[config.mk]
export PLATFORM = sky130hd
export DESIGN_NAME = rtc_top
export DESIGN_NICKNAME = d
export VERILOG_FILES = /design/src/rtc_pkg.sv /design/src/rtc_top.sv
export VERILOG_INCLUDE_DIRS = /design/src /design/src/src
export SDC_FILE = /design/constraint.sdc
export NUM_CORES = 1
export LEC_CHECK = 0
export ABC_AREA = 1
export BUFFER_PORTS_ARGS = -buffer_cell sky130_fd_sc_hd__clkbuf_2
export CAP_MARGIN = 25
export CORE_MARGIN = 8
export CORE_UTILIZATION = 45
export DETAILED_ROUTE_END_ITERATION = 10
export SLEW_MARGIN = 20
export SYNTH_ARGS = -nofsm -noshare
export SYNTH_HDL_FRONTEND = slang
export SYNTH_SLANG_ARGS = --single-unit
[constraint.sdc]
create_clock -name clk -period 17.5 [get_ports clk]
set_clock_uncertainty 0.15 [all_clocks]
set_input_delay 0.875 -clock clk [delete_from_list [all_inputs] [get_ports clk]]
set_output_delay 0.875 -clock clk [all_outputs]
set_load 0.03 [all_outputs]
[src/rtc_defs.svh]
`ifndef RTC_DEFS_SVH
`define RTC_DEFS_SVH

// register byte addresses
`define RTC_ADDR_XFAIL 32'h00130080
`define RTC_ADDR_CTRL 32'hFFF7E400
`define RTC_ADDR_COUNT 32'hFFF7E404
`define RTC_ADDR_PRESET 32'hFFF7E408
`define RTC_ADDR_INTEN 32'hFFF7E40C
`define RTC_ADDR_FLAGS 32'hFFF7E410
`define RTC_ADDR_PRESCALE 32'hFFF7E414

// time word fields
`define RTC_DAYS_MSB 27
`define RTC_DAYS_LSB 17
`define RTC_HOURS_MSB 16
`define RTC_HOURS_LSB 12
`define RTC_MINS_MSB 11
`define RTC_MINS_LSB 6
`define RTC_SECS_MSB 5
`define RTC_SECS_LSB 0
`define RTC_SECS_LAST 6'h3B
`define RTC_MINS_LAST 6'h3B
`define RTC_HOURS_LAST 5'h17

// control word fields and resets
`define RTC_CTRL_PRESET_BIT 0
`define RTC_CTRL_MODE_LSB 2
`define RTC_CTRL_INLOAD_LSB 4
`define RTC_CTRL_OUTLOAD_LSB 10
`define RTC_CTRL_BIAS_LSB 15
`define RTC_MODE_RST 2'h3
`define RTC_MODE_OFF 2'h3
`define RTC_LOAD_RST 5'h0F
`define RTC_LOAD_MAX 5'h14
`define RTC_BIAS_RST 3'h4
`define RTC_BIAS_MIN 3'h4

// prescaler
`define RTC_PRESCALE_RST 10'h2CF
`define RTC_PRESCALE_STEP 8
`define RTC_ONE_SEC_BASE 10000000

// crystal fail detect word
`define RTC_XF_MON_BIT 0
`define RTC_XF_IRQ_BIT 1
`define RTC_XF_LOWER_LSB 2
`define RTC_XF_UPPER_LSB 7
`define RTC_XF_UPPER_RST 5'h10
`define RTC_XF_LOWER_RST 5'h0A
`define RTC_XF_LAST_PERIOD 2'h2
`define RTC_MCNT_MAX 6'h3F

// interval flag bits, bit 4 is crystal fail
`define RTC_FLAG_FAIL 4
`define RTC_FLAG_MIN 3
`define RTC_TEN 6'h0A
`define RTC_THIRTY 6'h1E

`endif

[src/rtc_pkg.sv]
package rtc_pkg;
  typedef enum logic [1:0] {
    RTC_FD_IDLE = 2'b00,
    RTC_FD_ARM = 2'b01,
    RTC_FD_RUN = 2'b10
  } rtc_fd_state_e;
  typedef logic [27:0] rtc_time_t;
endpackage

[src/rtc_top.sv]
// Overview of operation
// - time count word reads days, hours, minutes, seconds; cleared at reset.
// - preset word uses the same field layout, all fields reset to zero.
// - control bit 0 enables loading the time count from the preset word.
// - four interval interrupt enables for 60, 30, 10 and 1 seconds.
// - four interval flags for 60, 30, 10 and 1 seconds, cleared at reset.
// - 10-bit prescaler resets to 0x2CF, the nominal one-second count.
// - each prescaler step from nominal moves the rollover by eight reference periods.
// - crystal-side counter clears the main-clock counter every three crystal periods.
// - at each clear after the first one the main-clock count is checked against a 5-bit upper limit.
// - at each clear after the first one the main-clock count is checked against a 5-bit lower limit.
// - monitor enable bit turns crystal failure detection on; off at reset.
// - crystal fail interrupt enable gates the failure interrupt; off at reset.
// - input mode selects crystal, external clock, or disabled (reset value).
// - two load codes reset to 0x0F, 2 pF per step, above 20 gives maximum.
// - bias select resets to 4; codes 4 to 7 all mean the smallest resistor.
`timescale 1ns/1ps
`default_nettype none
`include "rtc_defs.svh"

module rtc_top
  import rtc_pkg::*;
#(
  parameter int ONE_SEC_BASE = `RTC_ONE_SEC_BASE
) (
  input wire logic clk,
  input wire logic rst_n,
  input wire logic psel,
  input wire logic penable,
  input wire logic pwrite,
  input wire logic [31:0] paddr,
  input wire logic [31:0] pwdata,
  output logic [31:0] prdata,
  output logic pready,
  output logic pslverr,
  input wire logic crystal_input_pin,
  output logic irq,
  output logic [1:0] oscillator_input_mode,
  output logic [4:0] input_pin_load_code,
  output logic [4:0] output_pin_load_code,
  output logic [2:0] bias_select
);

  logic rst_meta_reg, rst_sync_n;
  logic pready_reg, pslverr_reg, irq_reg;
  logic [31:0] prdata_reg;
  logic ctrl_preset_en_reg;
  logic [1:0] osc_mode_reg, mode_out_reg;
  logic [4:0] in_load_reg, out_load_reg, in_load_out_reg, out_load_out_reg;
  logic [2:0] bias_reg, bias_out_reg;
  rtc_time_t count_reg, preset_reg, count_next;
  logic [3:0] int_en_reg, int_en_next;
  logic [4:0] flags_reg, flags_next, flag_set, flag_clr;
  logic [9:0] prescale_reg;
  logic [31:0] presc_cnt_reg, rollover, rd_data;
  logic [4:0] xf_upper_reg, xf_lower_reg;
  logic xf_irq_en_reg, xf_irq_en_next, xf_mon_en_reg, ref_d_reg;
  logic [1:0] xcnt_reg;
  logic [5:0] mcnt_reg, new_secs;
  rtc_fd_state_e fd_state_reg;
  logic wr_en, rd_hit, ref_edge, tick, fd_clear, fail_event;

  // rollover count in reference periods, trimmed by the prescaler
  function automatic logic [31:0] sec_rollover(input logic [9:0] ps);
    logic signed [31:0] delta;
    delta = $signed({22'h0, ps}) - $signed({22'h0, `RTC_PRESCALE_RST});
    sec_rollover = 32'(ONE_SEC_BASE + delta * `RTC_PRESCALE_STEP);
  endfunction

  // advance a packed time word by one second
  function automatic rtc_time_t next_time(input rtc_time_t t);
    rtc_time_t n;
    n = t;
    if (t[`RTC_SECS_MSB:`RTC_SECS_LSB] != `RTC_SECS_LAST) begin
      n[`RTC_SECS_MSB:`RTC_SECS_LSB] = t[`RTC_SECS_MSB:`RTC_SECS_LSB] + 6'h01;
    end else begin
      n[`RTC_SECS_MSB:`RTC_SECS_LSB] = 6'h00;
      if (t[`RTC_MINS_MSB:`RTC_MINS_LSB] != `RTC_MINS_LAST) begin
        n[`RTC_MINS_MSB:`RTC_MINS_LSB] = t[`RTC_MINS_MSB:`RTC_MINS_LSB] + 6'h01;
      end else begin
        n[`RTC_MINS_MSB:`RTC_MINS_LSB] = 6'h00;
        if (t[`RTC_HOURS_MSB:`RTC_HOURS_LSB] != `RTC_HOURS_LAST) begin
          n[`RTC_HOURS_MSB:`RTC_HOURS_LSB] = t[`RTC_HOURS_MSB:`RTC_HOURS_LSB] + 5'h01;
        end else begin
          n[`RTC_HOURS_MSB:`RTC_HOURS_LSB] = 5'h00;
          n[`RTC_DAYS_MSB:`RTC_DAYS_LSB] = t[`RTC_DAYS_MSB:`RTC_DAYS_LSB] + 11'h001;
        end
      end
    end
    next_time = n;
  endfunction

  // reset release through two flops; assertion is still immediate
  always_ff @(posedge clk or negedge rst_n) begin
    if (!rst_n) begin
      rst_meta_reg <= 1'b0;
      rst_sync_n <= 1'b0;
    end else begin
      rst_meta_reg <= 1'b1;
      rst_sync_n <= rst_meta_reg;
    end
  end

  // a write lands only on the edge that completes the access phase
  assign wr_en = psel & penable & pwrite & pready_reg;
  assign flag_clr = (wr_en && paddr == `RTC_ADDR_FLAGS) ? pwdata[4:0] : 5'h00;

  // read decode; unknown addresses answer with an error
  always_comb begin
    rd_hit = 1'b1;
    rd_data = 32'h00000000;
    case (paddr)
      `RTC_ADDR_XFAIL: begin
        rd_data[`RTC_XF_UPPER_LSB +: 5] = xf_upper_reg;
        rd_data[`RTC_XF_LOWER_LSB +: 5] = xf_lower_reg;
        rd_data[`RTC_XF_IRQ_BIT] = xf_irq_en_reg;
        rd_data[`RTC_XF_MON_BIT] = xf_mon_en_reg;
      end
      `RTC_ADDR_CTRL: begin
        rd_data[`RTC_CTRL_BIAS_LSB +: 3] = bias_reg;
        rd_data[`RTC_CTRL_OUTLOAD_LSB +: 5] = out_load_reg;
        rd_data[`RTC_CTRL_INLOAD_LSB +: 5] = in_load_reg;
        rd_data[`RTC_CTRL_MODE_LSB +: 2] = osc_mode_reg;
        rd_data[`RTC_CTRL_PRESET_BIT] = ctrl_preset_en_reg;
      end
      `RTC_ADDR_COUNT: rd_data[27:0] = count_reg;
      `RTC_ADDR_PRESET: rd_data[27:0] = preset_reg;
      `RTC_ADDR_INTEN: rd_data[3:0] = int_en_reg;
      `RTC_ADDR_FLAGS: rd_data[4:0] = flags_reg;
      `RTC_ADDR_PRESCALE: rd_data[9:0] = prescale_reg;
      default: rd_hit = 1'b0;
    endcase
  end

  // one wait state: pready is a flop, raised in the first access cycle
  always_ff @(posedge clk or negedge rst_sync_n) begin
    if (!rst_sync_n) begin
      pready_reg <= 1'b0;
      prdata_reg <= 32'h00000000;
      pslverr_reg <= 1'b0;
    end else begin
      pready_reg <= psel & penable & ~pready_reg;
      pslverr_reg <= psel & penable & ~pready_reg & ~rd_hit;
      prdata_reg <= (psel & penable & ~pready_reg & ~pwrite) ? rd_data : 32'h00000000;
    end
  end

  // control word, analog trim fields kept raw for readback
  always_ff @(posedge clk or negedge rst_sync_n) begin
    if (!rst_sync_n) begin
      ctrl_preset_en_reg <= 1'b0;
      osc_mode_reg <= `RTC_MODE_RST;
      in_load_reg <= `RTC_LOAD_RST;
      out_load_reg <= `RTC_LOAD_RST;
      bias_reg <= `RTC_BIAS_RST;
    end else if (wr_en && paddr == `RTC_ADDR_CTRL) begin
      ctrl_preset_en_reg <= pwdata[`RTC_CTRL_PRESET_BIT];
      osc_mode_reg <= pwdata[`RTC_CTRL_MODE_LSB +: 2];
      in_load_reg <= pwdata[`RTC_CTRL_INLOAD_LSB +: 5];
      out_load_reg <= pwdata[`RTC_CTRL_OUTLOAD_LSB +: 5];
      bias_reg <= pwdata[`RTC_CTRL_BIAS_LSB +: 3];
    end
  end

  // analog side sees the effective setting, saturated codes folded
  always_ff @(posedge clk or negedge rst_sync_n) begin
    if (!rst_sync_n) begin
      mode_out_reg <= `RTC_MODE_RST;
      in_load_out_reg <= `RTC_LOAD_RST;
      out_load_out_reg <= `RTC_LOAD_RST;
      bias_out_reg <= `RTC_BIAS_RST;
    end else begin
      mode_out_reg <= osc_mode_reg;
      in_load_out_reg <= (in_load_reg > `RTC_LOAD_MAX) ? `RTC_LOAD_MAX : in_load_reg;
      out_load_out_reg <= (out_load_reg > `RTC_LOAD_MAX) ? `RTC_LOAD_MAX : out_load_reg;
      bias_out_reg <= (bias_reg > `RTC_BIAS_MIN) ? `RTC_BIAS_MIN : bias_reg;
    end
  end

  // plain software registers
  always_ff @(posedge clk or negedge rst_sync_n) begin
    if (!rst_sync_n) begin
      preset_reg <= 28'h0000000;
      int_en_reg <= 4'h0;
      prescale_reg <= `RTC_PRESCALE_RST;
      xf_upper_reg <= `RTC_XF_UPPER_RST;
      xf_lower_reg <= `RTC_XF_LOWER_RST;
      xf_irq_en_reg <= 1'b0;
      xf_mon_en_reg <= 1'b0;
    end else if (wr_en) begin
      if (paddr == `RTC_ADDR_PRESET) preset_reg <= pwdata[27:0];
      if (paddr == `RTC_ADDR_INTEN) int_en_reg <= pwdata[3:0];
      if (paddr == `RTC_ADDR_PRESCALE) prescale_reg <= pwdata[9:0];
      if (paddr == `RTC_ADDR_XFAIL) begin
        xf_upper_reg <= pwdata[`RTC_XF_UPPER_LSB +: 5];
        xf_lower_reg <= pwdata[`RTC_XF_LOWER_LSB +: 5];
        xf_irq_en_reg <= pwdata[`RTC_XF_IRQ_BIT];
        xf_mon_en_reg <= pwdata[`RTC_XF_MON_BIT];
      end
    end
  end

  // reference pin is synchronous; a disabled oscillator gives no edges
  always_ff @(posedge clk or negedge rst_sync_n) begin
    if (!rst_sync_n) begin
      ref_d_reg <= 1'b0;
    end else begin
      ref_d_reg <= crystal_input_pin;
    end
  end
  assign ref_edge = crystal_input_pin & ~ref_d_reg & (osc_mode_reg != `RTC_MODE_OFF);

  // one-second prescaler; >= keeps a lowered trim from overrunning
  assign rollover = sec_rollover(prescale_reg);
  assign tick = ref_edge & ~ctrl_preset_en_reg & (presc_cnt_reg >= rollover - 32'h1);
  always_ff @(posedge clk or negedge rst_sync_n) begin
    if (!rst_sync_n) begin
      presc_cnt_reg <= 32'h00000000;
    end else if (ctrl_preset_en_reg || tick) begin
      presc_cnt_reg <= 32'h00000000;
    end else if (ref_edge) begin
      presc_cnt_reg <= presc_cnt_reg + 32'h1;
    end
  end

  // time counter; preset enable holds it at the preset word
  always_ff @(posedge clk or negedge rst_sync_n) begin
    if (!rst_sync_n) begin
      count_reg <= 28'h0000000;
    end else if (ctrl_preset_en_reg) begin
      count_reg <= preset_reg;
    end else if (tick) begin
      count_reg <= next_time(count_reg);
    end
  end

  // interval flags keyed to the new seconds value
  assign count_next = next_time(count_reg);
  assign new_secs = count_next[`RTC_SECS_MSB:`RTC_SECS_LSB];
  always_comb begin
    flag_set = 5'h00;
    flag_set[0] = tick;
    flag_set[1] = tick && (new_secs % `RTC_TEN == 6'h00);
    flag_set[2] = tick && (new_secs % `RTC_THIRTY == 6'h00);
    flag_set[`RTC_FLAG_MIN] = tick && (new_secs == 6'h00);
    flag_set[`RTC_FLAG_FAIL] = fail_event;
  end

  // masks as they stand after this edge, so a lowered enable drops irq at once
  assign int_en_next = (wr_en && paddr == `RTC_ADDR_INTEN) ? pwdata[3:0] : int_en_reg;
  assign xf_irq_en_next = (wr_en && paddr == `RTC_ADDR_XFAIL) ?
    pwdata[`RTC_XF_IRQ_BIT] : xf_irq_en_reg;
  // sticky flags, write one to clear, a new event beats the clear
  assign flags_next = (flags_reg & ~flag_clr) | flag_set;
  always_ff @(posedge clk or negedge rst_sync_n) begin
    if (!rst_sync_n) begin
      flags_reg <= 5'h00;
      irq_reg <= 1'b0;
    end else begin
      flags_reg <= flags_next;
      irq_reg <= |(flags_next & {xf_irq_en_next, int_en_next});
    end
  end

  // crystal period counter; every third edge clears the main count
  assign fd_clear = ref_edge & xf_mon_en_reg & (xcnt_reg == `RTC_XF_LAST_PERIOD);
  always_ff @(posedge clk or negedge rst_sync_n) begin
    if (!rst_sync_n) begin
      xcnt_reg <= 2'h0;
    end else if (!xf_mon_en_reg || fd_clear) begin
      xcnt_reg <= 2'h0;
    end else if (ref_edge) begin
      xcnt_reg <= xcnt_reg + 2'h1;
    end
  end

  // main-clock counter saturates so a dead crystal cannot wrap it low
  always_ff @(posedge clk or negedge rst_sync_n) begin
    if (!rst_sync_n) begin
      mcnt_reg <= 6'h00;
    end else if (fd_clear || !xf_mon_en_reg) begin
      mcnt_reg <= 6'h00;
    end else if (mcnt_reg != `RTC_MCNT_MAX) begin
      mcnt_reg <= mcnt_reg + 6'h01;
    end
  end

  // first window after enable is partial, so it is not judged
  always_ff @(posedge clk or negedge rst_sync_n) begin
    if (!rst_sync_n) begin
      fd_state_reg <= RTC_FD_IDLE;
    end else begin
      case (fd_state_reg)
        RTC_FD_IDLE: if (xf_mon_en_reg) fd_state_reg <= RTC_FD_ARM;
        RTC_FD_ARM: begin
          if (!xf_mon_en_reg) fd_state_reg <= RTC_FD_IDLE;
          else if (fd_clear) fd_state_reg <= RTC_FD_RUN;
        end
        RTC_FD_RUN: if (!xf_mon_en_reg) fd_state_reg <= RTC_FD_IDLE;
        default: fd_state_reg <= RTC_FD_IDLE;
      endcase
    end
  end
  assign fail_event = fd_clear && (fd_state_reg == RTC_FD_RUN) &&
    ((mcnt_reg > {1'b0, xf_upper_reg}) || (mcnt_reg < {1'b0, xf_lower_reg}));

  assign prdata = prdata_reg;
  assign pready = pready_reg;
  assign pslverr = pslverr_reg;
  assign irq = irq_reg;
  assign oscillator_input_mode = mode_out_reg;
  assign input_pin_load_code = in_load_out_reg;
  assign output_pin_load_code = out_load_out_reg;
  assign bias_select = bias_out_reg;
endmodule
`default_nettype wire

==> impl_metrics.json <==
{
  "cts_max_path_buffers": 2,
  "tritoncts": "built",
  "cp_common_cell": "nand2_1",
  "slowest_stage": "dfstp_2",
  "finalSetupViolations": 0,
  "synth_edf_count": 0,
  "place_ws_ns": 13.07,
  "yosysMostFrequentCell": "nand2_1",
  "swShare_pct": 30.03,
  "min_path_type": "in2async",
  "vias_per_cell": 5.022,
  "slew_violations": 0,
  "drive_gt1_share_pct": 16.64,
  "final_cells": 1767,
  "numCtsBuffers": 17,
  "syn_area_per_cell_um2": 8.024,
  "drt_wl_total_mm": 26.68,
  "synthToLayoutAreaGrowth_pct": 13.28,
  "ys_seq_elements": 194,
  "power.density_nw_per_um2": 83.92,
  "reg2reg_to": "count_reg[2]$_DFFE_PN0N_",
  "io_pins": 120,
  "tns_ns": 0,
  "fmax_mhz": 228.0,
  "comb_power_share_pct": 11.7,
  "internal_power_uw": 713.6,
  "synth_area_leaders": "dfrtp_1 (38%), nand2_1 (12%), dfstp_2 (7.8%), inv_1 (5.5%), nor2_1 (4.8%)",
  "p_clk_share_pct": 40.8,
  "crit_chain": "ha_1, xor2_1, nor2_1, nand2_1, nand2_1, nor2_1, nor2_1, o21ai_0, xor2_1, ha_1, nand2_1, nand2_1, nand2_1, nand2_1, a21oi_1, nand2_1, nand2_1, nand2_1, nand2_2, nand2_1, o211ai_1, o21ai_0",
  "root_buffer": "clkbuf_16",
  "post_cts.repair.setup_buffers": 0,
  "seq_area_um2": 4898,
  "path_class": "reg2reg",
  "ys_warn_count": 0,
  "clk_latency_ns": 0.45,
  "finalCritPeriodShare_pct": 25.06,
  "yosys.area.top_type": "dfrtp_1",
  "gr-total-overflow": 0,
  "async_reset_ff_share_pct": 100.0,
  "placed_cells": 1733,
  "vias": 8873,
  "max_cap_violations": 0,
  "startpoint_type": "flip-flop",
  "cts_max_level": 4,
  "critPathRequiredTime_ns": 17.64,
  "synth_cell_type_count": 51,
  "r2r_start": "prescale_reg[0]$_DFFE_PN1P_",
  "grt_pass1_wl_mm": 44.42,
  "max-slew-margin-rel_pct": 34.48,
  "drt_iter0_drc": 633,
  "finalHoldViolCount": 0,
  "route.detailed.drc": 0,
  "grtUsageTotal_pct": 19.16,
  "seqPwrFrac_pct": 47.5,
  "dieWidth_um": 170.4,
  "antenna_found_initial": 0,
  "firstDrtPassIters": 5,
  "switching_power_uw": 306.3,
  "cts_resized": 0,
  "ys_seq_area_share_pct": 45.63,
  "grt_pass1_vias": 8681,
  "rows": 56,
  "leakage_uw": 0.005876,
  "largest_register_ffs": 32,
  "critPathArrivalTime_ns": 4.53,
  "netlist.area_leader.share_pct": 37.79,
  "syn_inst": 1337,
  "fillerInstances": 2263,
  "ys_top_cells_by_count": "nand2_1 (351), dfrtp_1 (162), inv_1 (156), nor2_1 (137), o21ai_0 (85)",
  "post-dp-hpwl_mm": 19.75,
  "holdBufCountCts": 0,
  "die_area_um2": 29040,
  "ys.flop_type": "dfrtp_1",
  "worst_pin_slew_ns": 0.9792,
  "grt_max_degree": 78,
  "initial_core_util_pct": 45.70,
  "port_buffers": 111,
  "clock_sinks": 194,
  "path_clk_slew_ns": 0.08,
  "antenna_left": 0,
  "worst_r2r_path_depth": 22,
  "die_h_um": 170.4,
  "wl_per_cell_um": 15.10,
  "r2r_slack_ns": 13.11,
  "core_area_um2": 23470,
  "nets": 1539,
  "peakVddDrop_v": 0.00005839,
  "worst_slack_ns": 13.11,
  "multi_input_area_um2": 4972,
  "min_period_ns": 4.386,
  "status": "complete, no violations",
  "utilization_pct": 51.78,
  "cp-end-kind": "flip-flop",
  "slowest_delay_ns": 0.66,
  "synth_area_um2": 10730,
  "cp_max_fo": 24,
  "num_antenna_cells": 0,
  "gp_congestion": 0.8561,
  "rsz0062_at_grt": "no"
}
==> metal layers <==
layer,wire length [um],vias to the layer above,track usage (%)
li1,-,4497,-
met1,12970,4174,26.40
met2,12200,174,30.41
met3,1073,28,3.174
met4,434,0,5.912
met5,0,-,0
==> how the worst max path moves through the flow <==
stage                           startpoint                  endpoint  slack [ns]  cells after the start
2_1_floorplan         rst_sync_n$_DFF_PN0_   bias_reg[0]$_DFFE_PN0P_       11.60                      0
3_5_place_dp   prescale_reg[0]$_DFFE_PN1P_  count_reg[2]$_DFFE_PN0N_       13.07                     22
6_report       prescale_reg[0]$_DFFE_PN1P_  count_reg[2]$_DFFE_PN0N_       13.11                     22
4_1_cts        prescale_reg[0]$_DFFE_PN1P_  count_reg[2]$_DFFE_PN0N_       13.06                     22
3_3_place_gp   prescale_reg[0]$_DFFE_PN1P_  count_reg[1]$_DFFE_PN0N_       13.16                     22
5_1_grt        prescale_reg[0]$_DFFE_PN1P_  count_reg[2]$_DFFE_PN0N_       12.57                     22
==> stage by stage <==
stage / hold slack [ns] / power (uW) / instance area [um2]
after CTS: 0.02954 / 1025 / 12100
after floorplan: 0.1812 / 575.3 / 10740
after global placement: 0.1932 / 606.5 / 11460
after global routing: 0.02101 / 1070 / 12150
final: 0.04385 / 1020 / 12150
after detailed placement: 0.1863 / 608.9 / 11460
==> critical path: cells and delay by family, from the launching register on <==
kind | cells | cell delay, ns
adder cells (fa/ha/maj) | 2 | 0.48
flip-flops | 1 | 0.66
XOR/XNOR | 2 | 0.44
AO/OA/AOI/OAI | 4 | 0.81
AND/OR/NAND/NOR | 14 | 1.67
==> power groups by stage <==
stage / sequential, uW / combinational, uW / clock (uW)
finish: 484 / 119 / 417
CTS: 487 / 115 / 423
floorplan: 489 / 86.5 / 0
global placement: 495 / 112 / 0
detailed placement: 495 / 114 / 0
global route: 488 / 137 / 444
==> cell type report <==
type	count	area share, %
Inverter	160	4.993
Timing Repair Buffer	117	5.271
Sequential cell	194	40.31
Multi-Input combinational cell	945	40.91
Clock inverter	14	1.524
Tap cell	319	3.284
Clock buffer	18	3.706
==> placed cells by master, fill, tap and decap left out, drive strengths merged, types with 24 or more instances in the layout <==
cell	count
nand2	360
inv	170
dfrtp	162
nor2	147
clkbuf	129
o21ai	128
nand3	78
xor2	40
a21oi	38
ha	34
dfstp	32
nand4	24
==> logic make-up after synthesis <==
kind of cell	after synthesis	synth area share, %
and+or+nand+nor	643	26.08
AOI/OAI and AO/OA	206	11.37
buffers and inverters	201	8.129
DFF	194	45.63
xor gates and xnor gates	48	3.919
adders and majority gates	34	3.965
muxes	9	0.8398
other	2	0.07001
(Power assumes the default switching activity.)
